**config.mk**
```make
export PLATFORM = sky130hd
export DESIGN_NAME = share_trim_power_on_config
export DESIGN_NICKNAME = d
export VERILOG_FILES = /design/src/hdl/share_trim_pkg.sv /design/src/hdl/power_on_delay.sv /design/src/hdl/share_trim_power_on_config.sv
export VERILOG_INCLUDE_DIRS = /design/src /design/src/hdl
export SDC_FILE = /design/constraint.sdc
export NUM_CORES = 1
export LEC_CHECK = 0
export CAP_MARGIN = 20
export CORE_UTILIZATION = 50
export CTS_BUF_LIST = sky130_fd_sc_hd__clkbuf_4 sky130_fd_sc_hd__clkbuf_8
export DETAILED_ROUTE_END_ITERATION = 8
export DONT_BUFFER_PORTS = 1
export GPL_TIMING_DRIVEN = 0
export MAX_ROUTING_LAYER = met4
export PLACE_DENSITY = 0.67
export SLEW_MARGIN = 5
export SYNTH_ARGS = -nofsm -noshare
export SYNTH_HDL_FRONTEND = slang
export SYNTH_SLANG_ARGS = --single-unit
```
**constraint.sdc**
```tcl
create_clock -name clk -period 6 [get_ports clk]
set_input_delay 0.6 -clock clk [delete_from_list [all_inputs] [get_ports clk]]
set_output_delay 0.6 -clock clk [all_outputs]
set_load 0.05 [all_outputs]
```
**src/hdl/share_trim_params.svh**
```systemverilog
// Constants for the share, trim and power-on configuration bank
`ifndef SHARE_TRIM_PARAMS_SVH
`define SHARE_TRIM_PARAMS_SVH

// ----------------------------------------------------------------
// Register offsets
// ----------------------------------------------------------------
`define OFS_CURRENT_SHARE_SETTING 8'h2a
`define OFS_TEMPERATURE_GAIN_TRIM 8'h2b
`define OFS_POWER_ON_AND_RAMP_SETTING 8'h2c

// ----------------------------------------------------------------
// Reset values
// ----------------------------------------------------------------
`define RST_CURRENT_SHARE_SETTING 8'h00
`define RST_TEMPERATURE_GAIN_TRIM 8'h00
`define RST_POWER_ON_AND_RAMP_SETTING 8'h00
`define RST_READ_DATA 8'h00
`define READ_UNMAPPED 8'h00

// ----------------------------------------------------------------
// Field positions
// ----------------------------------------------------------------
`define SHARE_DROP_HI 7
`define SHARE_DROP_LO 4
`define SHARE_MATCH_HI 3
`define SHARE_MATCH_LO 0
`define TRIM_POL_BIT 4
`define TRIM_GAIN_HI 3
`define TRIM_GAIN_LO 0
`define PON_SEL_HI 7
`define PON_SEL_LO 6
`define PON_SW_BIT 5
`define PON_DLY_HI 4
`define PON_DLY_LO 3

// ----------------------------------------------------------------
// Temperature trim arithmetic
// ----------------------------------------------------------------
`define TEMP_W 12
`define TEMP_MAX 12'hfff
`define TEMP_ZERO 12'h000
`define TRIM_SHIFT 7

// ----------------------------------------------------------------
// Timing
// ----------------------------------------------------------------
`define CLK_HZ 25000000
`define MS_PER_S 1000
`define PON_DLY_HALF_MS 500
`define PON_DLY_ONE_MS 1000
`define PON_DLY_TWO_MS 2000
`define PON_CNT_W 26
`define PON_CNT_ZERO 26'h0000000
`define PON_CNT_ONE 26'h0000001
`define PON_AGE_W 27
`define PON_AGE_ZERO 27'h0000000
`define PON_AGE_ONE 27'h0000001
`define PON_AGE_MAX 27'h7ffffff

`endif

```
**src/hdl/share_trim_pkg.sv**
```systemverilog
// Types for the share, trim and power-on configuration bank
package share_trim_pkg;

  typedef enum logic [1:0] {
    PON_ALWAYS = 2'b00,
    PON_PIN = 2'b01,
    PON_SOFT = 2'b10,
    PON_BOTH = 2'b11
  } pon_mode_e;

  typedef enum logic [1:0] {
    PON_DLY_NONE = 2'b00,
    PON_DLY_HALF = 2'b01,
    PON_DLY_ONE = 2'b10,
    PON_DLY_TWO = 2'b11
  } pon_delay_e;

  typedef enum logic [1:0] {
    ST_OFF = 2'b00,
    ST_WAIT = 2'b01,
    ST_RUN = 2'b10
  } pon_state_e;

  typedef struct packed {
    pon_state_e st;
    logic [25:0] cnt;
    logic run;
    logic stop;
    logic [26:0] age;
  } pon_delay_s;

  typedef struct packed {
    logic [7:0] share;
    logic [7:0] trim;
    logic [7:0] pon;
    logic [7:0] rdata;
    logic [11:0] temp;
    logic temp_vld;
    logic ctrl;
  } cfg_bank_s;

endpackage

```
**src/hdl/power_on_delay.sv**
```systemverilog
// Power-on delay sequencer ahead of soft start
`timescale 1ns/1ps
`default_nettype none
`include "share_trim_params.svh"

module power_on_delay #(
  parameter int unsigned DLY_HALF_CYC = `PON_DLY_HALF_MS * (`CLK_HZ / `MS_PER_S),
  parameter int unsigned DLY_ONE_CYC = `PON_DLY_ONE_MS * (`CLK_HZ / `MS_PER_S),
  parameter int unsigned DLY_TWO_CYC = `PON_DLY_TWO_MS * (`CLK_HZ / `MS_PER_S)
) (
  input wire logic clk,
  input wire logic rst,
  input wire logic ctrl_on,
  input wire share_trim_pkg::pon_delay_e dly_sel,
  output logic run,
  output logic stop
);
  import share_trim_pkg::*;

  pon_delay_s s;
  pon_delay_s next_s;
  logic [25:0] target;

  always_comb begin
    case (dly_sel)
      PON_DLY_NONE: target = `PON_CNT_ZERO;
      PON_DLY_HALF: target = 26'(DLY_HALF_CYC);
      PON_DLY_ONE: target = 26'(DLY_ONE_CYC);
      default: target = 26'(DLY_TWO_CYC);
    endcase
  end

  always_comb begin
    next_s = s;
    next_s.stop = 1'b0;
    if (!ctrl_on) begin
      next_s.age = `PON_AGE_ZERO;
    end else if (s.age != `PON_AGE_MAX) begin
      next_s.age = s.age + `PON_AGE_ONE;
    end
    case (s.st)
      ST_OFF: begin
        if (ctrl_on && target == `PON_CNT_ZERO) begin
          next_s.st = ST_RUN;
          next_s.run = 1'b1;
        end else if (ctrl_on) begin
          next_s.st = ST_WAIT;
          next_s.cnt = `PON_CNT_ONE;
        end
      end
      ST_WAIT: begin
        if (!ctrl_on) begin
          next_s.st = ST_OFF;
        end else if (s.cnt >= target) begin
          next_s.st = ST_RUN;
          next_s.run = 1'b1;
        end else begin
          next_s.cnt = s.cnt + `PON_CNT_ONE;
        end
      end
      default: begin
        if (!ctrl_on) begin
          // Shutdown starts at once; the ramp-down shape is the stop logic's job
          next_s.st = ST_OFF;
          next_s.run = 1'b0;
          next_s.stop = 1'b1;
        end
      end
    endcase
  end

  always_ff @(posedge clk) begin
    if (rst) begin
      s <= '{st: ST_OFF, cnt: `PON_CNT_ZERO, run: 1'b0, stop: 1'b0, age: `PON_AGE_ZERO};
    end else begin
      s <= next_s;
    end
  end

  assign run = s.run;
  assign stop = s.stop;

  // ----------------------------------------------------------------
  // Checks
  // ----------------------------------------------------------------
  chk_run_after_delay: assert property (@(posedge clk) disable iff (rst)
    $rose(run) |-> s.age > {1'b0, $past(target)})
    else $error("Run rose before the power-on delay elapsed");
  chk_stop_on_drop: assert property (@(posedge clk) disable iff (rst)
    run && !ctrl_on |=> !run && stop)
    else $error("Run did not end with a stop pulse when control dropped");
  chk_run_no_delay: assert property (@(posedge clk) disable iff (rst)
    !run && ctrl_on && dly_sel == PON_DLY_NONE |=> run)
    else $error("Zero delay setting did not start at once");
  cov_delayed_start: cover property (@(posedge clk) disable iff (rst)
    $rose(run) && dly_sel == PON_DLY_HALF);
  cov_shutdown: cover property (@(posedge clk) disable iff (rst) stop);

endmodule
`default_nettype wire

```
**src/hdl/share_trim_power_on_config.sv**
```systemverilog
// Share, temperature trim and power-on configuration bank
`timescale 1ns/1ps
`default_nettype none
`include "share_trim_params.svh"

module share_trim_power_on_config #(
  parameter int unsigned DLY_HALF_CYC = `PON_DLY_HALF_MS * (`CLK_HZ / `MS_PER_S),
  parameter int unsigned DLY_ONE_CYC = `PON_DLY_ONE_MS * (`CLK_HZ / `MS_PER_S),
  parameter int unsigned DLY_TWO_CYC = `PON_DLY_TWO_MS * (`CLK_HZ / `MS_PER_S)
) (
  input wire logic clk,
  input wire logic rst,
  input wire logic [7:0] reg_addr,
  input wire logic reg_wr,
  input wire logic reg_rd,
  input wire logic [7:0] reg_wdata,
  output logic [7:0] reg_rdata,
  input wire logic power_request_pin,
  input wire logic [11:0] temp_adc_raw,
  input wire logic temp_adc_valid,
  output logic [3:0] share_drop_bits,
  output logic [3:0] share_match_window,
  output logic [11:0] temp_adc_trimmed,
  output logic temp_trimmed_valid,
  output logic supply_enable_control,
  output logic supply_run,
  output logic shutdown_start
);
  import share_trim_pkg::*;

  cfg_bank_s s;
  cfg_bank_s next_s;
  logic [15:0] trim_prod;
  logic [8:0] trim_corr;
  logic [12:0] trim_sum;
  pon_mode_e pon_mode;

  // ----------------------------------------------------------------
  // Temperature gain correction
  // ----------------------------------------------------------------
  // Each trim step is 1/128 of the reading, so code 15 gives about 11.7 %.
  // Shift instead of a divide keeps this a single small multiplier.
  always_comb begin
    trim_prod = temp_adc_raw * s.trim[`TRIM_GAIN_HI:`TRIM_GAIN_LO];
    trim_corr = trim_prod[15:`TRIM_SHIFT];
    if (s.trim[`TRIM_POL_BIT]) begin
      trim_sum = {1'b0, temp_adc_raw} - {4'h0, trim_corr};
    end else begin
      trim_sum = {1'b0, temp_adc_raw} + {4'h0, trim_corr};
    end
  end

  // ----------------------------------------------------------------
  // Next state
  // ----------------------------------------------------------------
  always_comb begin
    next_s = s;
    pon_mode = pon_mode_e'(s.pon[`PON_SEL_HI:`PON_SEL_LO]);
    // Register writes; reserved trim bits are stored as written
    if (reg_wr) begin
      if (reg_addr == `OFS_CURRENT_SHARE_SETTING) begin
        next_s.share = reg_wdata;
      end else if (reg_addr == `OFS_TEMPERATURE_GAIN_TRIM) begin
        next_s.trim = reg_wdata;
      end else if (reg_addr == `OFS_POWER_ON_AND_RAMP_SETTING) begin
        next_s.pon = reg_wdata;
      end
    end
    // Register reads answer one cycle later
    if (reg_rd) begin
      if (reg_addr == `OFS_CURRENT_SHARE_SETTING) begin
        next_s.rdata = s.share;
      end else if (reg_addr == `OFS_TEMPERATURE_GAIN_TRIM) begin
        next_s.rdata = s.trim;
      end else if (reg_addr == `OFS_POWER_ON_AND_RAMP_SETTING) begin
        next_s.rdata = s.pon;
      end else begin
        next_s.rdata = `READ_UNMAPPED;
      end
    end
    // Trimmed reading, saturated at full scale
    next_s.temp_vld = temp_adc_valid;
    if (temp_adc_valid) begin
      if (trim_sum[12]) begin
        next_s.temp = s.trim[`TRIM_POL_BIT] ? `TEMP_ZERO : `TEMP_MAX;
      end else begin
        next_s.temp = trim_sum[11:0];
      end
    end
    // Power-on source selection
    case (pon_mode)
      PON_ALWAYS: next_s.ctrl = 1'b1;
      PON_PIN: next_s.ctrl = power_request_pin;
      PON_SOFT: next_s.ctrl = s.pon[`PON_SW_BIT];
      default: next_s.ctrl = s.pon[`PON_SW_BIT] & power_request_pin;
    endcase
  end

  always_ff @(posedge clk) begin
    if (rst) begin
      s <= '{share: `RST_CURRENT_SHARE_SETTING, trim: `RST_TEMPERATURE_GAIN_TRIM,
             pon: `RST_POWER_ON_AND_RAMP_SETTING, rdata: `RST_READ_DATA,
             temp: `TEMP_ZERO, temp_vld: 1'b0, ctrl: 1'b0};
    end else begin
      s <= next_s;
    end
  end

  // ----------------------------------------------------------------
  // Outputs
  // ----------------------------------------------------------------
  assign reg_rdata = s.rdata;
  assign share_drop_bits = s.share[`SHARE_DROP_HI:`SHARE_DROP_LO];
  assign share_match_window = s.share[`SHARE_MATCH_HI:`SHARE_MATCH_LO];
  assign temp_adc_trimmed = s.temp;
  assign temp_trimmed_valid = s.temp_vld;
  assign supply_enable_control = s.ctrl;

  // ----------------------------------------------------------------
  // Delay before soft start
  // ----------------------------------------------------------------
  power_on_delay #(
    .DLY_HALF_CYC(DLY_HALF_CYC),
    .DLY_ONE_CYC(DLY_ONE_CYC),
    .DLY_TWO_CYC(DLY_TWO_CYC)
  ) power_on_delay_i (
    .clk(clk),
    .rst(rst),
    .ctrl_on(s.ctrl),
    .dly_sel(pon_delay_e'(s.pon[`PON_DLY_HI:`PON_DLY_LO])),
    .run(supply_run),
    .stop(shutdown_start)
  );

  // ----------------------------------------------------------------
  // Checks
  // ----------------------------------------------------------------
  chk_drop_write: assert property (@(posedge clk) disable iff (rst)
    reg_wr && reg_addr == `OFS_CURRENT_SHARE_SETTING
      |=> share_drop_bits == $past(reg_wdata[7:4]))
    else $error("Master drop field did not follow write");
  chk_match_write: assert property (@(posedge clk) disable iff (rst)
    reg_wr && reg_addr == `OFS_CURRENT_SHARE_SETTING
      |=> share_match_window == $past(reg_wdata[3:0]))
    else $error("Slave match field did not follow write");
  chk_match_hold: assert property (@(posedge clk) disable iff (rst)
    !(reg_wr && reg_addr == `OFS_CURRENT_SHARE_SETTING) |=> $stable(share_match_window))
    else $error("Slave match window changed without a write");
  chk_trim_negative: assert property (@(posedge clk) disable iff (rst)
    temp_adc_valid && s.trim[4] |=> temp_adc_trimmed <= $past(temp_adc_raw))
    else $error("Negative trim raised the reading");
  chk_trim_positive: assert property (@(posedge clk) disable iff (rst)
    temp_adc_valid && !s.trim[4] |=> temp_adc_trimmed >= $past(temp_adc_raw))
    else $error("Positive trim lowered the reading");
  chk_trim_span: assert property (@(posedge clk) disable iff (rst)
    temp_adc_valid && !s.trim[4] && s.trim[3:0] == 4'hf && temp_adc_raw == 12'h800
      |=> temp_adc_trimmed == 12'h8f0)
    else $error("Full positive trim span wrong");
  chk_trim_zero_gain: assert property (@(posedge clk) disable iff (rst)
    temp_adc_valid && s.trim[`TRIM_GAIN_HI:`TRIM_GAIN_LO] == 4'h0
      |=> temp_adc_trimmed == $past(temp_adc_raw))
    else $error("Zero gain trim changed the reading");
  chk_temp_valid_on: assert property (@(posedge clk) disable iff (rst)
    temp_adc_valid |=> temp_trimmed_valid)
    else $error("Trimmed valid missing after a raw reading");
  chk_temp_valid_off: assert property (@(posedge clk) disable iff (rst)
    !temp_adc_valid |=> !temp_trimmed_valid && $stable(temp_adc_trimmed))
    else $error("Trimmed output moved without a raw reading");

  // ----------------------------------------------------------------
  // Register readback and power-on source checks
  // ----------------------------------------------------------------
  // Reserved trim bits are stored, so the whole byte reads back
  chk_read_share: assert property (@(posedge clk) disable iff (rst)
    reg_rd && reg_addr == `OFS_CURRENT_SHARE_SETTING |=> reg_rdata == $past(s.share))
    else $error("Share setting read back wrong");
  chk_read_trim: assert property (@(posedge clk) disable iff (rst)
    reg_rd && reg_addr == `OFS_TEMPERATURE_GAIN_TRIM |=> reg_rdata == $past(s.trim))
    else $error("Gain trim read back wrong");
  chk_read_pon: assert property (@(posedge clk) disable iff (rst)
    reg_rd && reg_addr == `OFS_POWER_ON_AND_RAMP_SETTING |=> reg_rdata == $past(s.pon))
    else $error("Power-on setting read back wrong");
  chk_always_on: assert property (@(posedge clk) disable iff (rst)
    s.pon[7:6] == 2'b00 |=> supply_enable_control)
    else $error("Always-on mode did not enable");
  chk_pin_only: assert property (@(posedge clk) disable iff (rst)
    s.pon[7:6] == 2'b01 |=> supply_enable_control == $past(power_request_pin))
    else $error("Pin mode did not follow the request pin");
  chk_soft_only: assert property (@(posedge clk) disable iff (rst)
    s.pon[7:6] == 2'b10 |=> supply_enable_control == $past(s.pon[5]))
    else $error("Software mode did not follow bit 5");
  chk_both_sources: assert property (@(posedge clk) disable iff (rst)
    s.pon[7:6] == 2'b11 |=> supply_enable_control == ($past(s.pon[5]) && $past(power_request_pin)))
    else $error("Dual mode did not need pin and bit together");
  chk_run_needs_ctrl: assert property (@(posedge clk) disable iff (rst)
    supply_run && !supply_enable_control |=> !supply_run ##1 !shutdown_start)
    else $error("Run outlived the enable control");
  cov_pin_mode_run: cover property (@(posedge clk) disable iff (rst)
    s.pon[7:6] == 2'b01 && $rose(supply_run));
  cov_both_mode_stop: cover property (@(posedge clk) disable iff (rst)
    s.pon[7:6] == 2'b11 && shutdown_start);
  cov_trim_saturate: cover property (@(posedge clk) disable iff (rst)
    temp_trimmed_valid && temp_adc_trimmed == `TEMP_MAX);

endmodule
`default_nettype wire

```
==> results.cfg, run 1 <==
[placement]
dp_slack_ps = -716.3
buffer_ports.inserted = 0
globalplace.congestion = 0.8866
placedCellCount = 965
hpwl_um = 11950

[clocking]
htree_levels = 3
clk_latency_ps = 380
clk_pin_slew_ps = 90
clock-sinks = 76
cts_max_path_buffers = 2
hold_buffers = 0
cts_tree = done
clock-root-buffer = clkbuf_8
cts_made_buffers = 9

[setup_path]
critPathBufInv = 4
critPathSlowestCell = fa_1
critical_path.endpoint_type = flop
path_class = reg -> reg
cp_top_family = compound AO/OA/AOI/OAI gates
critPathArrivalTime_ps = 6170
start_kind = flop
crit_top_cell = inv_2
path_max_fanout = 8
required_ps = 6320
critPathMaxStageDelay_ps = 540

[yosys]
synth_top_family_by_area = simple AND/OR/NAND/NOR gates
mappedNetlistNets = 905
ys_types = 68
synth_edf_count = 0
synth_fa_ha_area_share_pct = 17.34
syn_area_per_cell_sq_um = 8.187
synth_mux_area_share_pct = 4.664
synth-compound-area-share_pct = 18.04
ys_seq_area_share_pct = 23.43
netlist_area_sq_um = 6492
yosys.area_share.xor_xnor_pct = 3.642
synthSimpleGateAreaFrac_pct = 23.53
yosysWarnings = 0
synthFlopType = dfxtp_1
ys_seq_elements = 76
synthCells = 793
async_reset_ff_share_pct = 0

[global_route]
grt_antenna_before_repair = 0
grt_pass1_vias = 5624
groute.usage.overall_pct = 25.67
grt.overflow.total = 0
grt_pass1_wl_um = 26330
grt_max_degree = 14

[pwr]
cellPowerDensity_nw_per_um2 = 148.9
ir_drop_uv = 123.7
total_leakage_power_nw = 3.071

[detailed_routing]
drt-initial-drc-count = 428
post_drt_wl_per_cell_um = 16.31
first_pass_iters = 7
drc = 0
routed_wl_um = 16540
drt.antenna.violating_nets = 0
via_count = 5818
vias_per_cell = 5.738

[sta]
maxSlewHeadroom_pct = 36.64
slew_viol_final = 0
layout_setup_ws_ps = 145.1
finalHoldViolations = 0
hold_ws_ps = 355.6
rsz0062_at_grt = true
final.min_clock_period_ps = 5855
fmax_mhz = 170.8
post-route-period-util_pct = 97.58
skew_ps = 12.85
worst_pin_slew_ps = 946.9
finalSetupViolations = 0

[floorplanning]
row_count = 41
core_sq_um = 12620
die-width_um = 116.0
initial_core_util_pct = 51.45
die_height_um = 116.0
io_pins = 66
dieArea_sq_um = 13440

[final_layout]
mostFrequentLayoutCell = dfxtp_1
syn2layout_area_growth_pct = 16.13
nFillCells = 1131
n_antenna_cell = 0
fin_nets = 950
final_cell_mix = dfxtp_1 (73), buf_4 (63), inv_1 (55)
final_cell_count_no_fill = 1014
layout-drive-gt1-share_pct = 18.65

[min_path]
hold_class = in -> reg

[status]
status = completed

[job]
maxCapViolations = 0
==> flip-flops by register name, summed over array words and instances (netlist names) <==
| signal | count |
|---|---|
| share_match_window | 4 |
| power_on_delay_i.stop | 1 |
| pon_mode | 2 |
| s | 14 |
| share_drop_bits | 4 |
| temp_adc_trimmed | 12 |
| power_on_delay_i.s | 28 |
| temp_trimmed_valid | 1 |
| power_on_delay_i.run | 1 |
| supply_enable_control | 1 |
| reg_rdata | 8 |
==> path summary, 6_finish.rpt <==
check | from | to | slack (ps) | cells past startpoint
hold / removal | reg_wdata[2] | s[24] | 360 | 2
setup / recovery | s[33] | temp_adc_trimmed[11] | 150 | 28
hold reg to reg | s[24] | s[24] | 460 | 2
setup reg to reg | s[33] | temp_adc_trimmed[11] | 150 | 28
==> through the flow <==
| stage | utilization [%] | setup TNS, ps | instance area (sq um) | total power, mW |
|---|---|---|---|---|
| after floorplan | - | 0 | 6501 | 0.6826 |
| after global placement | 53.22 | -6083 | 6716 | 0.7059 |
| after detailed placement | 53.22 | -7801 | 6716 | 0.7096 |
| after CTS | 56.53 | 0 | 7134 | 1.103 |
| after global routing | 59.75 | -291.9 | 7540 | 1.171 |
| final | 59.75 | 0 | 7540 | 1.122 |
==> repair_timing <==
item / 4_1_cts / 5_1_grt
gates cloned: 0 / 2
pin swaps: 15 / 36
buffers inserted: 17 / 18
resized for setup: 24 / 59
setup endpoints to repair: 12 / 12
==> worst reg2reg max path, delay by kind of cell (launching register included) <==
family,cells,cell delay [ps]
AOI/OAI and AO/OA,10,1880
xor gates and xnor gates,2,300
adders and majority gates,5,1760
buffers and inverters,4,230
DFF,1,380
and+or+nand+nor,7,1250
==> cells in the mapped netlist (all sizes together), types with 9 or more instances <==
master	number	area, sq um
nand2b	19	118.9
clkbuf	30	112.6
nor3	10	50.05
and3	11	71.31
dfxtp	76	1521
and2	40	250.2
nor2	54	202.7
a21o	10	75.07
a211o	9	78.83
nand4	10	62.56
xor2	12	105.1
or3	17	106.4
nand2	50	187.7
o21ai	30	150.1
o211ai	12	90.09
buf	35	269.0
xnor2	15	131.4
ha	58	725.7
inv	60	225.2
nand3	27	135.1
a21oi	55	279.0
a31oi	9	56.30
fa	20	400.4
mux2i	28	280.3
nor4	18	112.6
==> cells by family (layout without fill, tap and decap cells) <==
| family | after synthesis | count (layout) |
|---|---|---|
| buffers and inverters | 125 | 173 |
| flip-flops | 76 | 76 |
| XOR/XNOR | 27 | 27 |
| AND/OR/NAND/NOR | 286 | 286 |
| multiplexers | 30 | 30 |
| adder cells (fa/ha/maj) | 78 | 78 |
| AO/OA/AOI/OAI | 171 | 172 |
==> layout make-up <==
type	count	area (sq um)	area share [%]
plain buffers	63	405.4	5.377
clock buffers	9	123.9	1.643
clock inverters	6	66.31	0.8795
inverters	60	225.2	2.987
multi-input cells	593	4707	62.43
flip-flops and latches	76	1530	20.30
well taps	172	215.2	2.854
repair buffers	35	266.5	3.535
==> metal layers <==
layer  track usage [%]  vias to the layer above  share of wire, %
li1                  -                     2885                 -
met1             29.95                     2740                43
met2             42.78                      159                48
met3             6.276                       34               6.0
met4             9.145                        0               2.4
met5                 -                        -                 0
==> where the power goes <==
group          leakage, nW  internal, mW  total [mW]  switching (mW)
Sequential           0.619         0.516       0.528          0.0124
Clock               0.0873         0.189       0.396           0.207
Combinational         2.36        0.0729       0.198           0.125
No activity file was read; power rests on OpenSTA's default activity.
==> run 2, diff against run 1 <==
--- a/config.mk
+++ b/config.mk
@@ -8,7 +8,7 @@
 export LEC_CHECK = 0
 export CAP_MARGIN = 20
 export CORE_UTILIZATION = 50
-export CTS_BUF_LIST = sky130_fd_sc_hd__clkbuf_4 sky130_fd_sc_hd__clkbuf_8
+export CTS_BUF_LIST = sky130_fd_sc_hd__clkbuf_2
 export DETAILED_ROUTE_END_ITERATION = 8
 export DONT_BUFFER_PORTS = 1
 export GPL_TIMING_DRIVEN = 0
==> results.cfg, run 2 (synthesis gave the netlist of run 1 again) <==
[setup_path]
reg2reg_slack_ps = 140
critPathArrivalTime_ps = 6400
required_ps = 6550
path_max_fanout = 6
start_kind = flop
reg2reg_depth = 24
critical_path.endpoint_type = flop
path_class = reg -> reg
worstReg2RegStart = s[33]
r2r_end = temp_adc_trimmed[11]

[final_layout]
regMostFlops = power_on_delay_i.s
layout-drive-gt1-share_pct = 16.97
largestRegisters = power_on_delay_i.s x28, s x14, temp_adc_trimmed x12
n_antenna_cell = 0
multi_input_area_sq_um = 4636
mostFrequentLayoutCell = dfxtp_1
fin_nets = 945
regArea_sq_um = 1530
syn2layout_area_growth_pct = 13.34
largest_reg_flops = 28
final_cell_count_no_fill = 1009
nFillCells = 1147
final_cell_mix = dfxtp_1 (73), buf_4 (58), inv_1 (54)

[detailed_routing]
first_pass_iters = 5
route.met3.wl_um = 958
drc = 0
vias_per_cell = 5.735
via_count = 5787
drt-initial-drc-count = 468
drt.antenna.violating_nets = 0
met2_length_um = 7870
post_drt_wl_per_cell_um = 16.19
m1WireLength_um = 7178
routed_wl_um = 16340
top_layer = met4

[clocking]
clk_latency_ps = 590
clock-root-buffer = clkbuf_2
cts_max_path_buffers = 2
clk_pin_slew_ps = 230
htree_levels = 3
cts_tree = done
clock-sinks = 76
cts_made_buffers = 9

[pwr]
combPwrFrac_pct = 18.8
total_leakage_power_nw = 3.013
ir_drop_uv = 105.7
seqPwrFrac_pct = 52.5
clockPowerShare_pct = 28.8
p_sw_mw = 0.3306
p_int_mw = 0.6801
swShare_pct = 32.71
cellPowerDensity_nw_per_um2 = 137.4

[min_path]
hold_class = in -> reg
hold_depth = 2
min_to = s[24]
hold_start = reg_wdata[2]

[sta]
slew_viol_final = 0
skew_ps = 28.78
layout_setup_ws_ps = 144.8
rsz0062_at_grt = true
final.min_clock_period_ps = 5855
finalSetupViolations = 0
post-route-period-util_pct = 97.59
maxSlewHeadroom_pct = 34.18
worst_pin_slew_ps = 983.7
fmax_mhz = 170.8
finalHoldViolations = 0

[global_route]
groute.usage.overall_pct = 25.60
grt.overflow.total = 0
grt_max_degree = 14
grt_pass1_wl_um = 26340
grt_pass1_vias = 5630
grt_antenna_before_repair = 0

[floorplanning]
row_count = 41
dieArea_sq_um = 13440
core_sq_um = 12620
die-width_um = 116.0
io_pins = 66
initial_core_util_pct = 51.45
die_height_um = 116.0

[status]
status = completed

[placement]
dp_slack_ps = -716.3
globalplace.congestion = 0.8866
buffer_ports.inserted = 0
hpwl_um = 11950
placedCellCount = 965

[job]
maxCapViolations = 0
[run 2: power groups by stage]
| stage | clock network [mW] | registers [mW] | logic (mW) |
|---|---|---|---|
| floorplan | 0 | 0.539 | 0.144 |
| global placement | 0 | 0.541 | 0.165 |
| detailed placement | 0 | 0.541 | 0.169 |
| CTS | 0.297 | 0.530 | 0.175 |
| global route | 0.323 | 0.533 | 0.205 |
| finish | 0.291 | 0.530 | 0.190 |
[run 2: per-stage QoR]
step | util [%] | instance area, sq um | total power [mW] | TNS [ps] | hold slack [ps]
2_1_floorplan | - | 6501 | 0.6826 | 0 | 435.4
3_5_place_dp | 53.22 | 6716 | 0.7096 | -7801 | 449.6
4_1_cts | 56.05 | 7073 | 1.003 | 0 | 101.8
6_report | 58.31 | 7358 | 1.011 | 0 | 131.0
3_3_place_gp | 53.22 | 6716 | 0.7059 | -6083 | 442.7
5_1_grt | 58.31 | 7358 | 1.060 | -192.1 | 92.41
[run 2: routing by layer]
metal / vias up / track usage (%)
li1: 2867 / -
met1: 2743 / 30.58
met2: 148 / 42.90
met3: 29 / 5.649
met4: 0 / 7.778
met5: - / -
[run 2: final cells by class]
cell class | instances | share of cell area [%]
Clock buffer | 9 | 0.6121
Sequential cell | 76 | 20.80
Buffer | 63 | 5.526
Tap cell | 172 | 2.925
Inverter | 60 | 3.061
Multi-Input combinational cell | 592 | 63.00
Timing Repair Buffer | 31 | 3.180
Clock inverter | 6 | 0.9012
[run 2: what timing repair did]
| item | CTS | global route |
|---|---|---|
| setup buffers | 19 | 11 |
| pin swaps | 16 | 35 |
| hold buffers | 0 | 0 |
| gates resized for setup | 26 | 46 |
| setup endpoints to repair | 12 | 12 |
| gates cloned | 0 | 1 |
[run 2: how the worst max path moves through the flow]
stage	end	cells after the start	slack [ps]	startpoint
final	temp_adc_trimmed[11]	24	140	s[33]
after global routing	temp_adc_trimmed[11]	25	-100	s[33]
after CTS	temp_adc_trimmed[11]	29	10	s[31]
after detailed placement	temp_adc_trimmed[11]	30	-720	s[33]
after global placement	temp_adc_trimmed[11]	30	-540	s[33]
after floorplan	temp_adc_trimmed[11]	28	20	temp_adc_raw[1]
[run 2: critical path, stage by stage, from the launching register on]
cell       delay (ps)
dfxtp_4           410
buf_4             150
and2_4            130
fa_1              520
inv_1              50
fa_1              520
inv_2              50
ha_4              200
buf_6             130
a2111o_1          470
o2111ai_4         240
a21oi_1           110
or2_4             270
nor2_4            120
a21oi_2            70
xor2_1            160
ha_1              320
or2_2             300
a21o_1            210
o41ai_4            70
o22ai_2           190
o41a_1            370
or4_1             490
o32a_1            180
nand2_1            80
